### src/tmec_pkg.sv
// Package with offsets, field positions, reset values and carrier types for the event/compare block.
package tmec_pkg;
  // ==========================================================================
  // Register map
  // ==========================================================================
  localparam logic [7:0] SWEVG_OFFSET = 8'h14;
  localparam logic [7:0] CHCTL0_OFFSET = 8'h18;
  localparam logic [31:0] SWEVG_RESET = 32'h00000000;
  localparam logic [31:0] CHCTL0_RESET = 32'h00000000;
  // Event generation bits.
  localparam int UPG_BIT = 0;
  localparam int CHAN0_EVENT_GENERATE_BIT = 1;
  localparam int TRIGGER_EVENT_GENERATE_BIT = 6;
  // Channel control fields, channel 0 base; channel 1 adds CH_STRIDE.
  localparam int CH_STRIDE = 8;
  localparam int MS_LSB = 0;
  localparam int FEN_BIT = 2;
  localparam int SEN_BIT = 3;
  localparam int MODE_LSB = 4;
  localparam int CEN_BIT = 7;
  // Flag register bit positions used on the flag outputs.
  localparam int UPDATE_FLAG_BIT = 0;
  localparam int CHIF_LSB = 1;
  localparam int TRIGGER_FLAG_BIT = 6;
  localparam int CHOF_LSB = 9;
  localparam logic [1:0] PROTECTION_LEVEL_LOCKED = 2'h3;
  localparam logic [1:0] MS_OUTPUT = 2'h0;
  localparam logic [1:0] MS_ITS = 2'h3;
  localparam logic [12:0] FLAG_RESET = 13'h0000;
  localparam logic [15:0] CV_RESET = 16'h0000;

  typedef enum logic [2:0] {
    CMP_TIMING = 3'h0,
    CMP_SET = 3'h1,
    CMP_CLEAR = 3'h2,
    CMP_TOGGLE = 3'h3,
    CMP_FORCE_LOW = 3'h4,
    CMP_FORCE_HIGH = 3'h5,
    CMP_PWM0 = 3'h6,
    CMP_PWM1 = 3'h7
  } tmec_cmp_e;

  typedef struct packed {
    logic clearEn;
    tmec_cmp_e cmpMode;
    logic shadowEn;
    logic fastEn;
    logic [1:0] modeSel;
  } tmec_chan_s;

  // Register bus request carrier.
  typedef struct packed {
    logic wrEn;
    logic rdEn;
    logic [7:0] addr;
    logic [31:0] wdata;
  } tmec_bus_s;

  // Counter-side view from the rest of the timer.
  typedef struct packed {
    logic [15:0] count;
    logic countDown;
    logic [15:0] autoReload;
  } tmec_cnt_s;
endpackage
### src/tmec_event_compare.sv
// Software event generation and output-compare channel control for channels 0 and 1.
`timescale 1ns/10ps
module tmec_event_compare #(
  parameter int CNT_W = 16
) (
  input wire logic sys_clk, // Timer clock, 10 MHz.
  input wire logic rstn, // Synchronous reset, active low.
  input wire tmec_pkg::tmec_bus_s bus, // Word register request.
  output logic [31:0] rdata, // Read data, registered.
  input wire tmec_pkg::tmec_cnt_s cnt, // Counter, direction, auto-reload.
  input wire logic hwUpdate, // Update event from the counter logic.
  input wire logic hwTrigger, // Active trigger edge from the slave controller.
  input wire logic [1:0] chanEnable, // Channel enables for channels 0 and 1.
  input wire logic [1:0] protectionLevel, // Protection field of the break register.
  input wire logic filteredExternalTrigger, // Filtered external trigger, async pin.
  input wire logic [15:0] cvWrData, // Compare value write data.
  input wire logic [1:0] cvWrEn, // Compare value write strobes per channel.
  input wire logic [12:0] flagClear, // Software clears of the flag register bits.
  output logic [12:0] flagReg, // Flag register bits 12..0, registered.
  output logic [15:0] captureValue0, // Channel 0 active compare/capture value.
  output logic [15:0] captureValue1, // Channel 1 active compare/capture value.
  output logic counterReload, // One-cycle pulse: load reloadValue into counter.
  output logic [15:0] reloadValue, // Value the counter loads on software update.
  output logic prescalerClear, // One-cycle pulse: clear prescaler counter.
  output logic trigRequest, // One-cycle pulse: trigger interrupt/DMA request.
  output logic [3:0] chanRequest, // One-cycle pulses: channel interrupt/DMA requests.
  output logic [1:0] preparedCompareOutput // Active-high prepared outputs ch1..ch0.
);
  // ==========================================================================
  // State
  // ==========================================================================
  typedef struct packed {
    tmec_pkg::tmec_chan_s [1:0] chan;
    logic [1:0][15:0] cvShadow;
    logic [1:0][15:0] cvActive;
    logic [1:0] prep;
    logic [1:0] cmpLast;
    logic [12:0] flags;
    logic [1:0] etrSync;
    logic upPulse;
    logic trgPulse;
    logic [3:0] chPulse;
    logic [15:0] reload;
    logic [31:0] rdata;
  } tmec_state_s;

  tmec_state_s state_q;
  tmec_state_s state_d;

  // Unpack one channel's control byte.
  function automatic tmec_pkg::tmec_chan_s unpackChan(input logic [7:0] b);
    tmec_pkg::tmec_chan_s c;
    c.clearEn = b[tmec_pkg::CEN_BIT];
    c.cmpMode = tmec_pkg::tmec_cmp_e'(b[tmec_pkg::MODE_LSB +: 3]);
    c.shadowEn = b[tmec_pkg::SEN_BIT];
    c.fastEn = b[tmec_pkg::FEN_BIT];
    c.modeSel = b[tmec_pkg::MS_LSB +: 2];
    return c;
  endfunction

  // PWM comparison level for one channel.
  function automatic logic pwmLevel(input tmec_pkg::tmec_cmp_e m, input logic down,
                                    input logic [15:0] count, input logic [15:0] cv);
    logic lvl;
    lvl = down ? !(count > cv) : (count < cv);
    if (m == tmec_pkg::CMP_PWM1) begin
      lvl = !lvl;
    end
    return lvl;
  endfunction

  always_comb begin
    tmec_pkg::tmec_chan_s nc;
    logic wrSw;
    logic wrCtl;
    logic [4:0] gen;
    logic anyUpdate;
    logic match;
    logic pwm;
    logic lvl;
    nc = '0;
    match = 1'b0;
    pwm = 1'b0;
    lvl = 1'b0;
    state_d = state_q;
    wrSw = bus.wrEn && (bus.addr == tmec_pkg::SWEVG_OFFSET);
    wrCtl = bus.wrEn && (bus.addr == tmec_pkg::CHCTL0_OFFSET);
    // Only ones act; zeros are no-ops, pulses last one cycle.
    gen = wrSw ? bus.wdata[4:0] : 5'h00;
    state_d.upPulse = gen[tmec_pkg::UPG_BIT];
    state_d.trgPulse = wrSw && bus.wdata[tmec_pkg::TRIGGER_EVENT_GENERATE_BIT];
    state_d.chPulse = gen[4:1];
    state_d.reload = cnt.countDown ? cnt.autoReload : 16'h0000;
    anyUpdate = hwUpdate || gen[tmec_pkg::UPG_BIT];
    state_d.etrSync = {state_q.etrSync[0], filteredExternalTrigger};

    // Flags: hardware set wins over a same-cycle clear.
    state_d.flags = state_q.flags & ~flagClear;
    if (anyUpdate) begin
      state_d.flags[tmec_pkg::UPDATE_FLAG_BIT] = 1'b1;
    end
    if (state_d.trgPulse || hwTrigger) begin
      state_d.flags[tmec_pkg::TRIGGER_FLAG_BIT] = 1'b1;
    end

    // Control register writes with mode-select and protection locks.
    for (int i = 0; i < 2; i++) begin
      if (wrCtl) begin
        nc = unpackChan(bus.wdata[i*tmec_pkg::CH_STRIDE +: 8]);
        state_d.chan[i].clearEn = nc.clearEn;
        state_d.chan[i].shadowEn = nc.shadowEn;
        state_d.chan[i].fastEn = nc.fastEn;
        if (!chanEnable[i]) begin
          state_d.chan[i].modeSel = nc.modeSel;
        end
        if (!(protectionLevel == tmec_pkg::PROTECTION_LEVEL_LOCKED &&
              state_q.chan[i].modeSel == tmec_pkg::MS_OUTPUT)) begin
          state_d.chan[i].cmpMode = nc.cmpMode;
        end
      end
      // Compare value writes go to shadow when enabled.
      if (cvWrEn[i]) begin
        state_d.cvShadow[i] = cvWrData;
        if (!state_q.chan[i].shadowEn) begin
          state_d.cvActive[i] = cvWrData;
        end
      end
      if (anyUpdate && state_q.chan[i].shadowEn) begin
        state_d.cvActive[i] = cvWrEn[i] ? cvWrData : state_q.cvShadow[i];
      end
      // Software capture on an input-mode channel.
      if (gen[1+i] && state_q.chan[i].modeSel != tmec_pkg::MS_OUTPUT) begin
        state_d.cvActive[i] = cnt.count;
        if (state_q.flags[tmec_pkg::CHIF_LSB+i]) begin
          state_d.flags[tmec_pkg::CHOF_LSB+i] = 1'b1;
        end
      end

      // Prepared output, active high; pin polarity is applied downstream.
      match = (cnt.count == state_q.cvActive[i]);
      pwm = state_q.chan[i].cmpMode inside {tmec_pkg::CMP_PWM0, tmec_pkg::CMP_PWM1};
      lvl = pwmLevel(state_q.chan[i].cmpMode, cnt.countDown, cnt.count, state_q.cvActive[i]);
      // Keep the raw comparison, not the level, so a switch between the two
      // pulse-width senses cannot look like a change of the comparison.
      state_d.cmpLast[i] = pwmLevel(tmec_pkg::CMP_PWM0, cnt.countDown, cnt.count,
                                    state_q.cvActive[i]);
      if (state_q.chan[i].modeSel == tmec_pkg::MS_OUTPUT && match) begin
        state_d.flags[tmec_pkg::CHIF_LSB+i] = 1'b1;
      end
      case (state_q.chan[i].cmpMode)
        tmec_pkg::CMP_TIMING: state_d.prep[i] = state_q.prep[i];
        tmec_pkg::CMP_SET: if (match) state_d.prep[i] = 1'b1;
        tmec_pkg::CMP_CLEAR: if (match) state_d.prep[i] = 1'b0;
        tmec_pkg::CMP_TOGGLE: if (match) state_d.prep[i] = !state_q.prep[i];
        tmec_pkg::CMP_FORCE_LOW: state_d.prep[i] = 1'b0;
        tmec_pkg::CMP_FORCE_HIGH: state_d.prep[i] = 1'b1;
        tmec_pkg::CMP_PWM0, tmec_pkg::CMP_PWM1: begin
          // Follow the comparison only when it changes or when a control write changes the mode.
          if ((state_d.cmpLast[i] != state_q.cmpLast[i]) ||
              (state_q.chan[i].cmpMode != state_d.chan[i].cmpMode)) begin
            state_d.prep[i] = lvl;
          end
        end
        default: state_d.prep[i] = state_q.prep[i];
      endcase
      if (wrCtl && state_q.chan[i].cmpMode == tmec_pkg::CMP_TIMING &&
          state_d.chan[i].cmpMode inside {tmec_pkg::CMP_PWM0, tmec_pkg::CMP_PWM1}) begin
        state_d.prep[i] = pwmLevel(state_d.chan[i].cmpMode, cnt.countDown, cnt.count,
                                   state_q.cvActive[i]);
      end
      // Fast mode: in the two PWM modes a trigger edge acts as a match at once.
      if (pwm && state_q.chan[i].fastEn && hwTrigger) begin
        state_d.prep[i] = (state_q.chan[i].cmpMode == tmec_pkg::CMP_PWM0);
      end
      // External clear overrides everything while the trigger is high.
      if (state_q.chan[i].clearEn && state_q.etrSync[1]) begin
        state_d.prep[i] = 1'b0;
      end
    end
    // Channel generate bits set every channel flag, capture or compare.
    state_d.flags[tmec_pkg::CHIF_LSB +: 4] = state_d.flags[tmec_pkg::CHIF_LSB +: 4] | gen[4:1];

    // Register readback; generate bits always read as zero.
    state_d.rdata = 32'h00000000;
    if (bus.rdEn && bus.addr == tmec_pkg::CHCTL0_OFFSET) begin
      for (int i = 0; i < 2; i++) begin
        state_d.rdata[i*tmec_pkg::CH_STRIDE +: 8] = {state_q.chan[i].clearEn,
          state_q.chan[i].cmpMode, state_q.chan[i].shadowEn, state_q.chan[i].fastEn,
          state_q.chan[i].modeSel};
      end
    end
  end

  always_ff @(posedge sys_clk) begin
    if (!rstn) begin
      state_q <= '0;
    end else begin
      state_q <= state_d;
    end
  end

  assign rdata = state_q.rdata;
  assign flagReg = state_q.flags;
  assign captureValue0 = state_q.cvActive[0];
  assign captureValue1 = state_q.cvActive[1];
  assign counterReload = state_q.upPulse;
  assign reloadValue = state_q.reload;
  assign prescalerClear = state_q.upPulse;
  assign trigRequest = state_q.trgPulse;
  assign chanRequest = state_q.chPulse;
  assign preparedCompareOutput = state_q.prep;
endmodule

### config.mk
export PLATFORM = sky130hd
export DESIGN_NAME = tmec_event_compare
export DESIGN_NICKNAME = d
export VERILOG_FILES = /design/src/tmec_pkg.sv /design/src/tmec_event_compare.sv
export SDC_FILE = /design/constraint.sdc
export NUM_CORES = 1
export LEC_CHECK = 0
export ABC_AREA = 0
export BUFFER_PORTS_ARGS = -buffer_cell sky130_fd_sc_hd__buf_2
export CORE_ASPECT_RATIO = 1.1
export CORE_MARGIN = 2
export CORE_UTILIZATION = 51
export CTS_CLUSTER_DIAMETER = 50
export DETAILED_ROUTE_END_ITERATION = 8
export PLACE_DENSITY_LB_ADDON = 0.15
export SLEW_MARGIN = 0
export SYNTH_ARGS = -nofsm -noshare
export SYNTH_HDL_FRONTEND = slang
export SYNTH_SLANG_ARGS = --single-unit
### constraint.sdc
create_clock -name sys_clk -period 2.6 [get_ports sys_clk]
set_input_delay 0 -clock sys_clk [delete_from_list [all_inputs] [get_ports sys_clk]]
set_output_delay 0 -clock sys_clk [all_outputs]
set_load 0.02 [all_outputs]
# Word-level counts from Yosys, hierarchy flattened
# Index checks and enable logic that the tools add are counted.
# totals
in_bits	115
register_bits	153
# classes
order_cmp	4
n_eq_ne	39
muxes	45
reduce_logical	56
bitwise_logic	6
# op_table
operator	n
two-way mux 16 bit	10
equality test 3 bit (second input constant)	12
equality test 16 bit	2
> comparator 16 bit	2
less-than comparator 16 bit	2
!= test 4 bit (second input constant)	8
two-way mux 1 bit	26
logical AND 1 bit	22
equality test 8 x 5 -> 1 bit (second input constant)	2
two-way mux 7 bit	2
AND 13 bit	1
NOT 13 bit	1
equality test 3 x 2 -> 1 bit (second input constant)	4
!= test 3 x 1 -> 1 bit (second input constant)	4
case mux 1 bit (6 select lines)	2
AND reduction 2 bit	6
nonzero test 2 bit	6
AND reduction 5 bit	2
OR reduction 2 bit	4
equality test 3 x 1 -> 1 bit (second input constant)	2
zero test 1 bit	6
zero test 3 bit	2
two-way mux 3 bit	2
!= test 3 bit	2
9 further kinds	18

# Logic depth before layout (Yosys ltp)
# depth
depth_word	10
mapped_depth	10
depth_no_buf	10

# Worst setup path after synthesis
# OpenSTA, ideal clock, no wires.
# synth_timing
path_kind	flip-flop to flip-flop
startpoint	register state_q, in the netlist captureValue1[14]
endpoint	register state_q, in the netlist preparedCompareOutput[1]
t_arrival_ns	2.112
slack_ns	0.414
path_buffers	0
required_time_ns	2.526
stages_incl_launch_ff	11
setup_ns	0.074
period_less_slack_ns	2.186
path_cell_list	dfxtp_1 -> inv_1 -> ha_1 -> nand4_1 -> or3_1 -> a21oi_1 -> o31a_1 -> xnor2_1 -> o32ai_1 -> or3_1 -> o21ai_0
# synth_between
elab_chain_len	9
# synth_rtl
item	line_no	source
start: declaration	tmec_event_compare.sv:47	tmec_state_s state_q;
start signal: assignment	tmec_event_compare.sv:198	state_q <= state_d;
> comparator 16 bit	tmec_event_compare.sv:65	lvl = down ? !(count > cv) : (count < cv);
zero test 1 bit	tmec_event_compare.sv:65	
two-way mux 1 bit	tmec_event_compare.sv:65	
zero test 1 bit	tmec_event_compare.sv:67	lvl = !lvl;
two-way mux 1 bit	tmec_event_compare.sv:66	if (m == tmec_pkg::CMP_PWM1) begin
two-way mux 1 bit	tmec_event_compare.sv:159	if ((state_d.cmpLast[i] != state_q.cmpLast[i]) ||
case mux 1 bit (6 select lines)	tmec_event_compare.sv:150	case (state_q.chan[i].cmpMode)
two-way mux 1 bit	tmec_event_compare.sv:166	if (wrCtl && state_q.chan[i].cmpMode == tmec_pkg::CMP_TIMING &&
two-way mux 1 bit	tmec_event_compare.sv:172	if (pwm && state_q.chan[i].fastEn && hwTrigger) begin
# Parallel ways exist; a longest one is shown, timed or not. The select of a mux whose other input is x is not followed.
# A chain may end at the register's enable or synchronous reset.

# Worst setup path in the final report
# layout_timing
startpoint	register state_q, in the netlist captureValue0[12]
endpoint	register state_q, in the netlist preparedCompareOutput[0]
# Same word-level chain as after synthesis.

==> impl_results.md <==
* R2R depth at 10
* Final hold vios at 0
* HPWL Detailed at 13.0 mm
* YS warnings at 0
* Fmax at 408 MHz
* Post-DR wirelength/cell at 15.7 µm
* Pwr Density at 588 mW/mm²
* Placed cells at 1,063
* Final core occ at 63.8%
* Clock sink total at 137
* Layout cell share with drive strength beyond 1 at 28.8%
* Gp weighted congestion at 0.787
* Hold Crit Class: primary input to flop
* Core Footprint at 0.0143 mm²
* Startpoint types: flop
* Setup Skew at 0.00855 ns
* Metal2 WL at 9.11 mm
* Met3 WL at 957 µm
* Avg Cell Area, Syn at 9.25 µm²
* Die W at 119 µm
* CTS tree: built
* Die Ht at 130 µm
* GRT Total Usage at 23.3%
* Register area share after synthesis at 37.2%
* First-iteration detailed-routing DRC count at 346
* DRC Markers at 0
* H-tree depth at 4
* RSZ-0062 raised after global routing: false
* M1 WL at 7.84 mm
* Ant diodes at 0
* Peak supply drop at 0.323 mV
* CTS Buffer Depth at 2
* Area of the multi-input gates at 0.00361 mm²
* Buffers on Ports at 184
* Slew HR at 56.2%
* Worst r2r src: captureValue0[12]
* HP Start: cnt[16]
* Top sig layer: met4
* Filler Cells Inserted at 1,212
* Crit-path cells: inv_1, ha_1, nand4_1, or3_1, a21oi_1, o41a_1, mux2i_2, nand2_1, a31oi_1, a211oi_1
* Root buf cell: clkbuf_16
* Outcome: finished, final reports clean
* Kind of critical path: flop to flop
* Largest net degree at the start of global routing at 47
* Post-route ant nets at 0
* Vias in the first global route at 5,853
* Internal reg-to-reg setup slack at 0.15 ns
* Hold Crit Endpoint: reloadValue[5]
* I/O pin count at 217
* CP required at 2.90 ns
* Global-route wire length before repair at 28.8 mm
* DIE AREA at 0.0155 mm²
* Final setup fails at 0
* CP max-delay cell: or3_1
* Final Max Tran Viols at 0
* Reg clk slew, reported paths at 0.06 ns
* Post-synthesis instance area at 0.00738 mm²
* Worst Max-Slew Pin Slew at 0.657 ns
* Critical Path Sink Type: flop
* DRT Pass-1 Iters at 5
* Yosys cell types at 54
* Setup TNS at 0 ns
* Layout area overhead at 23.3%
* Row count at 46
* Num CTS Buffers at 17
* Final Critical Period at 2.45 ns
* Routed Wire Length at 18.3 mm
* Final Non-Filler Cells at 1,164
* Worst Path Arrival at 2.75 ns
* Post-DR vias/cell at 5.15
* Reg-to-Reg End: preparedCompareOutput[0]
* Initial core utilization at 51.7%
* Crit path max fanout at 5
* Total overflow reported by the global router at 0
* WHS Path Cells at 2
* Vias at 5,992
* Fin crit share at 94.2%
* Post-Syn Instances at 798
* Worst-Skew Late Latency at 0.42 ns
* Number of max-cap violations at 0
* Sequential cell area at 0.00275 mm²
* Leak at 4.16 nW
* Initial antenna violation count at 0
* Delay of the slowest cell on the worst path at 0.40 ns
* Final nets at 1,106
* Yosys reg bits at 137
-- routing by layer --
layer	track usage, %	vias to the layer above
met5	0	-
met4	9.24	0
met3	5.07	27
met2	41.0	196
met1	27.9	2831
li1	-	2938
-- cell type report --
cell class              count  share of cell area, %
clock buffers              18                   4.82
clock inverters            14                   1.79
inverters                  41                   1.69
multi-input cells         494                   39.7
flip-flops and latches    137                   30.2
well taps                 192                   2.64
repair buffers            268                   19.2
-- where the power goes --
group          switching (mW)  internal (mW)
combinational           0.363          0.316
clock                   0.993           1.46
sequential             0.0411           2.17
total                    1.40           3.95
-- cells by family (layout without fill, tap and decap cells) --
logic type,after synthesis,in the layout,synth area share (%)
compound gates,121,121,11.9
xor+xnor,5,5,0.593
fa+ha+maj,32,32,5.42
buf+inv,182,341,15.1
flops,137,137,37.2
mux,79,79,10.7
other cells,1,16,0.0508
simple gates,241,241,19.1
-- critical path: cells and delay by family (launching register included) --
| family | cells | cell delay (ns) |
|---|---|---|
| buffers and inverters | 1 | 0.05 |
| AND/OR/NAND/NOR | 3 | 0.64 |
| AO/OA/AOI/OAI | 4 | 0.72 |
| adder cells (fa/ha/maj) | 1 | 0.27 |
| multiplexers | 1 | 0.27 |
| flip-flops | 1 | 0.36 |
-- how the worst max path moves through the flow --
stage / end / cells after the start / from / slack, ns
2_1_floorplan: preparedCompareOutput[1] / 10 / captureValue1[14] / 0.41
3_3_place_gp: preparedCompareOutput[1] / 10 / captureValue1[15] / 0.24
3_5_place_dp: preparedCompareOutput[0] / 10 / captureValue0[14] / 0.13
4_1_cts: preparedCompareOutput[0] / 10 / captureValue0[14] / 0.1
5_1_grt: preparedCompareOutput[0] / 10 / captureValue0[12] / 0.01
6_report: preparedCompareOutput[0] / 10 / captureValue0[12] / 0.15
-- metrics by stage --
| step | area [µm²] | hold WS, ns | total power, mW | setup WS, ns |
|---|---|---|---|---|
| after floorplan | 7440 | 0.0720 | 2.69 | 0.414 |
| after global placement | 7780 | 0.157 | 2.83 | 0.243 |
| after detailed placement | 7780 | 0.171 | 2.85 | 0.127 |
| after CTS | 9050 | 0.0186 | 5.37 | 0.0967 |
| after global routing | 9100 | 0.0282 | 5.55 | 0.0120 |
| final | 9100 | 0.0280 | 5.35 | 0.151 |
-- placed cells by master (no fill, tap or decap), types with 3 or more instances in the layout --
master,count
a211oi_1,14
inv_6,5
dlygate4sd3_1,67
and3_1,22
nand4_1,11
mux2i_1,78
nor4_2,3
clkinv_4,4
a21oi_1,57
xnor2_1,3
nor2b_1,90
o211ai_1,3
and2_1,18
conb_1,16
nor2_1,47
inv_1,41
clkbuf_16,17
buf_4,15
or3_1,3
nand3_1,10
a31o_2,4
dfxtp_1,129
nand2_1,14
a211oi_2,20
dfxtp_2,8
ha_1,32
a21o_1,3
buf_2,184
nand2b_1,4
and3b_1,4
-- what timing repair did --
action,in CTS,in global routing
setup endpoints to repair,0,2
hold buffers,67,0
endpoints found under the hold margin,83,0
setup buffers,0,2
resized for setup,0,14
-- sequential cells by signal, summed over array words and instances, names as in the netlist --
name,cells
preparedCompareOutput,2
state_d,1
trigRequest,1
counterReload,1
captureValue0,16
chanRequest,4
rdata,16
reloadValue,16
flagReg,13
captureValue1,16
state_q,51
-- synthesized netlist by cell type, drive strengths merged --
cell type  count  area [µm²]
a31o           4        35.0
a221o          1        10.0
clkbuf        28         105
or3            3        18.8
inv           41         154
nand2         14        52.6
or2            1        6.26
nand3b         2        15.0
or3b           1        8.76
a221oi         2        17.5
a21oi         58         294
and4           1        8.76
a21boi         2        15.0
o41a           1        11.3
o21ai          4        20.0
nor2          49         184
nor4b          3        47.5
a211o          1        8.76
xnor2          3        26.3
a21o           3        22.5
nor2b         90         563
o21a           1        7.51
a31oi          2        12.5
nand4bb        1        11.3
o211ai         3        22.5
nand3         10        50.1
dfxtp        137        2740
o32ai          1        8.76
conb           1        3.75
mux2i         79         791
and2          18         113
nand4         11        68.8
nor3b          2        25.0
a211oi        34         355
nor4           4        31.3
o31a           1        8.76
and3b          4        35.0
o2111ai        1        8.76
xor2           2        17.5
nand2b         4        25.0
a222oi         2        20.0
and3          23         145
buf          113         855
ha            32         400
(Power assumes the default switching activity.)
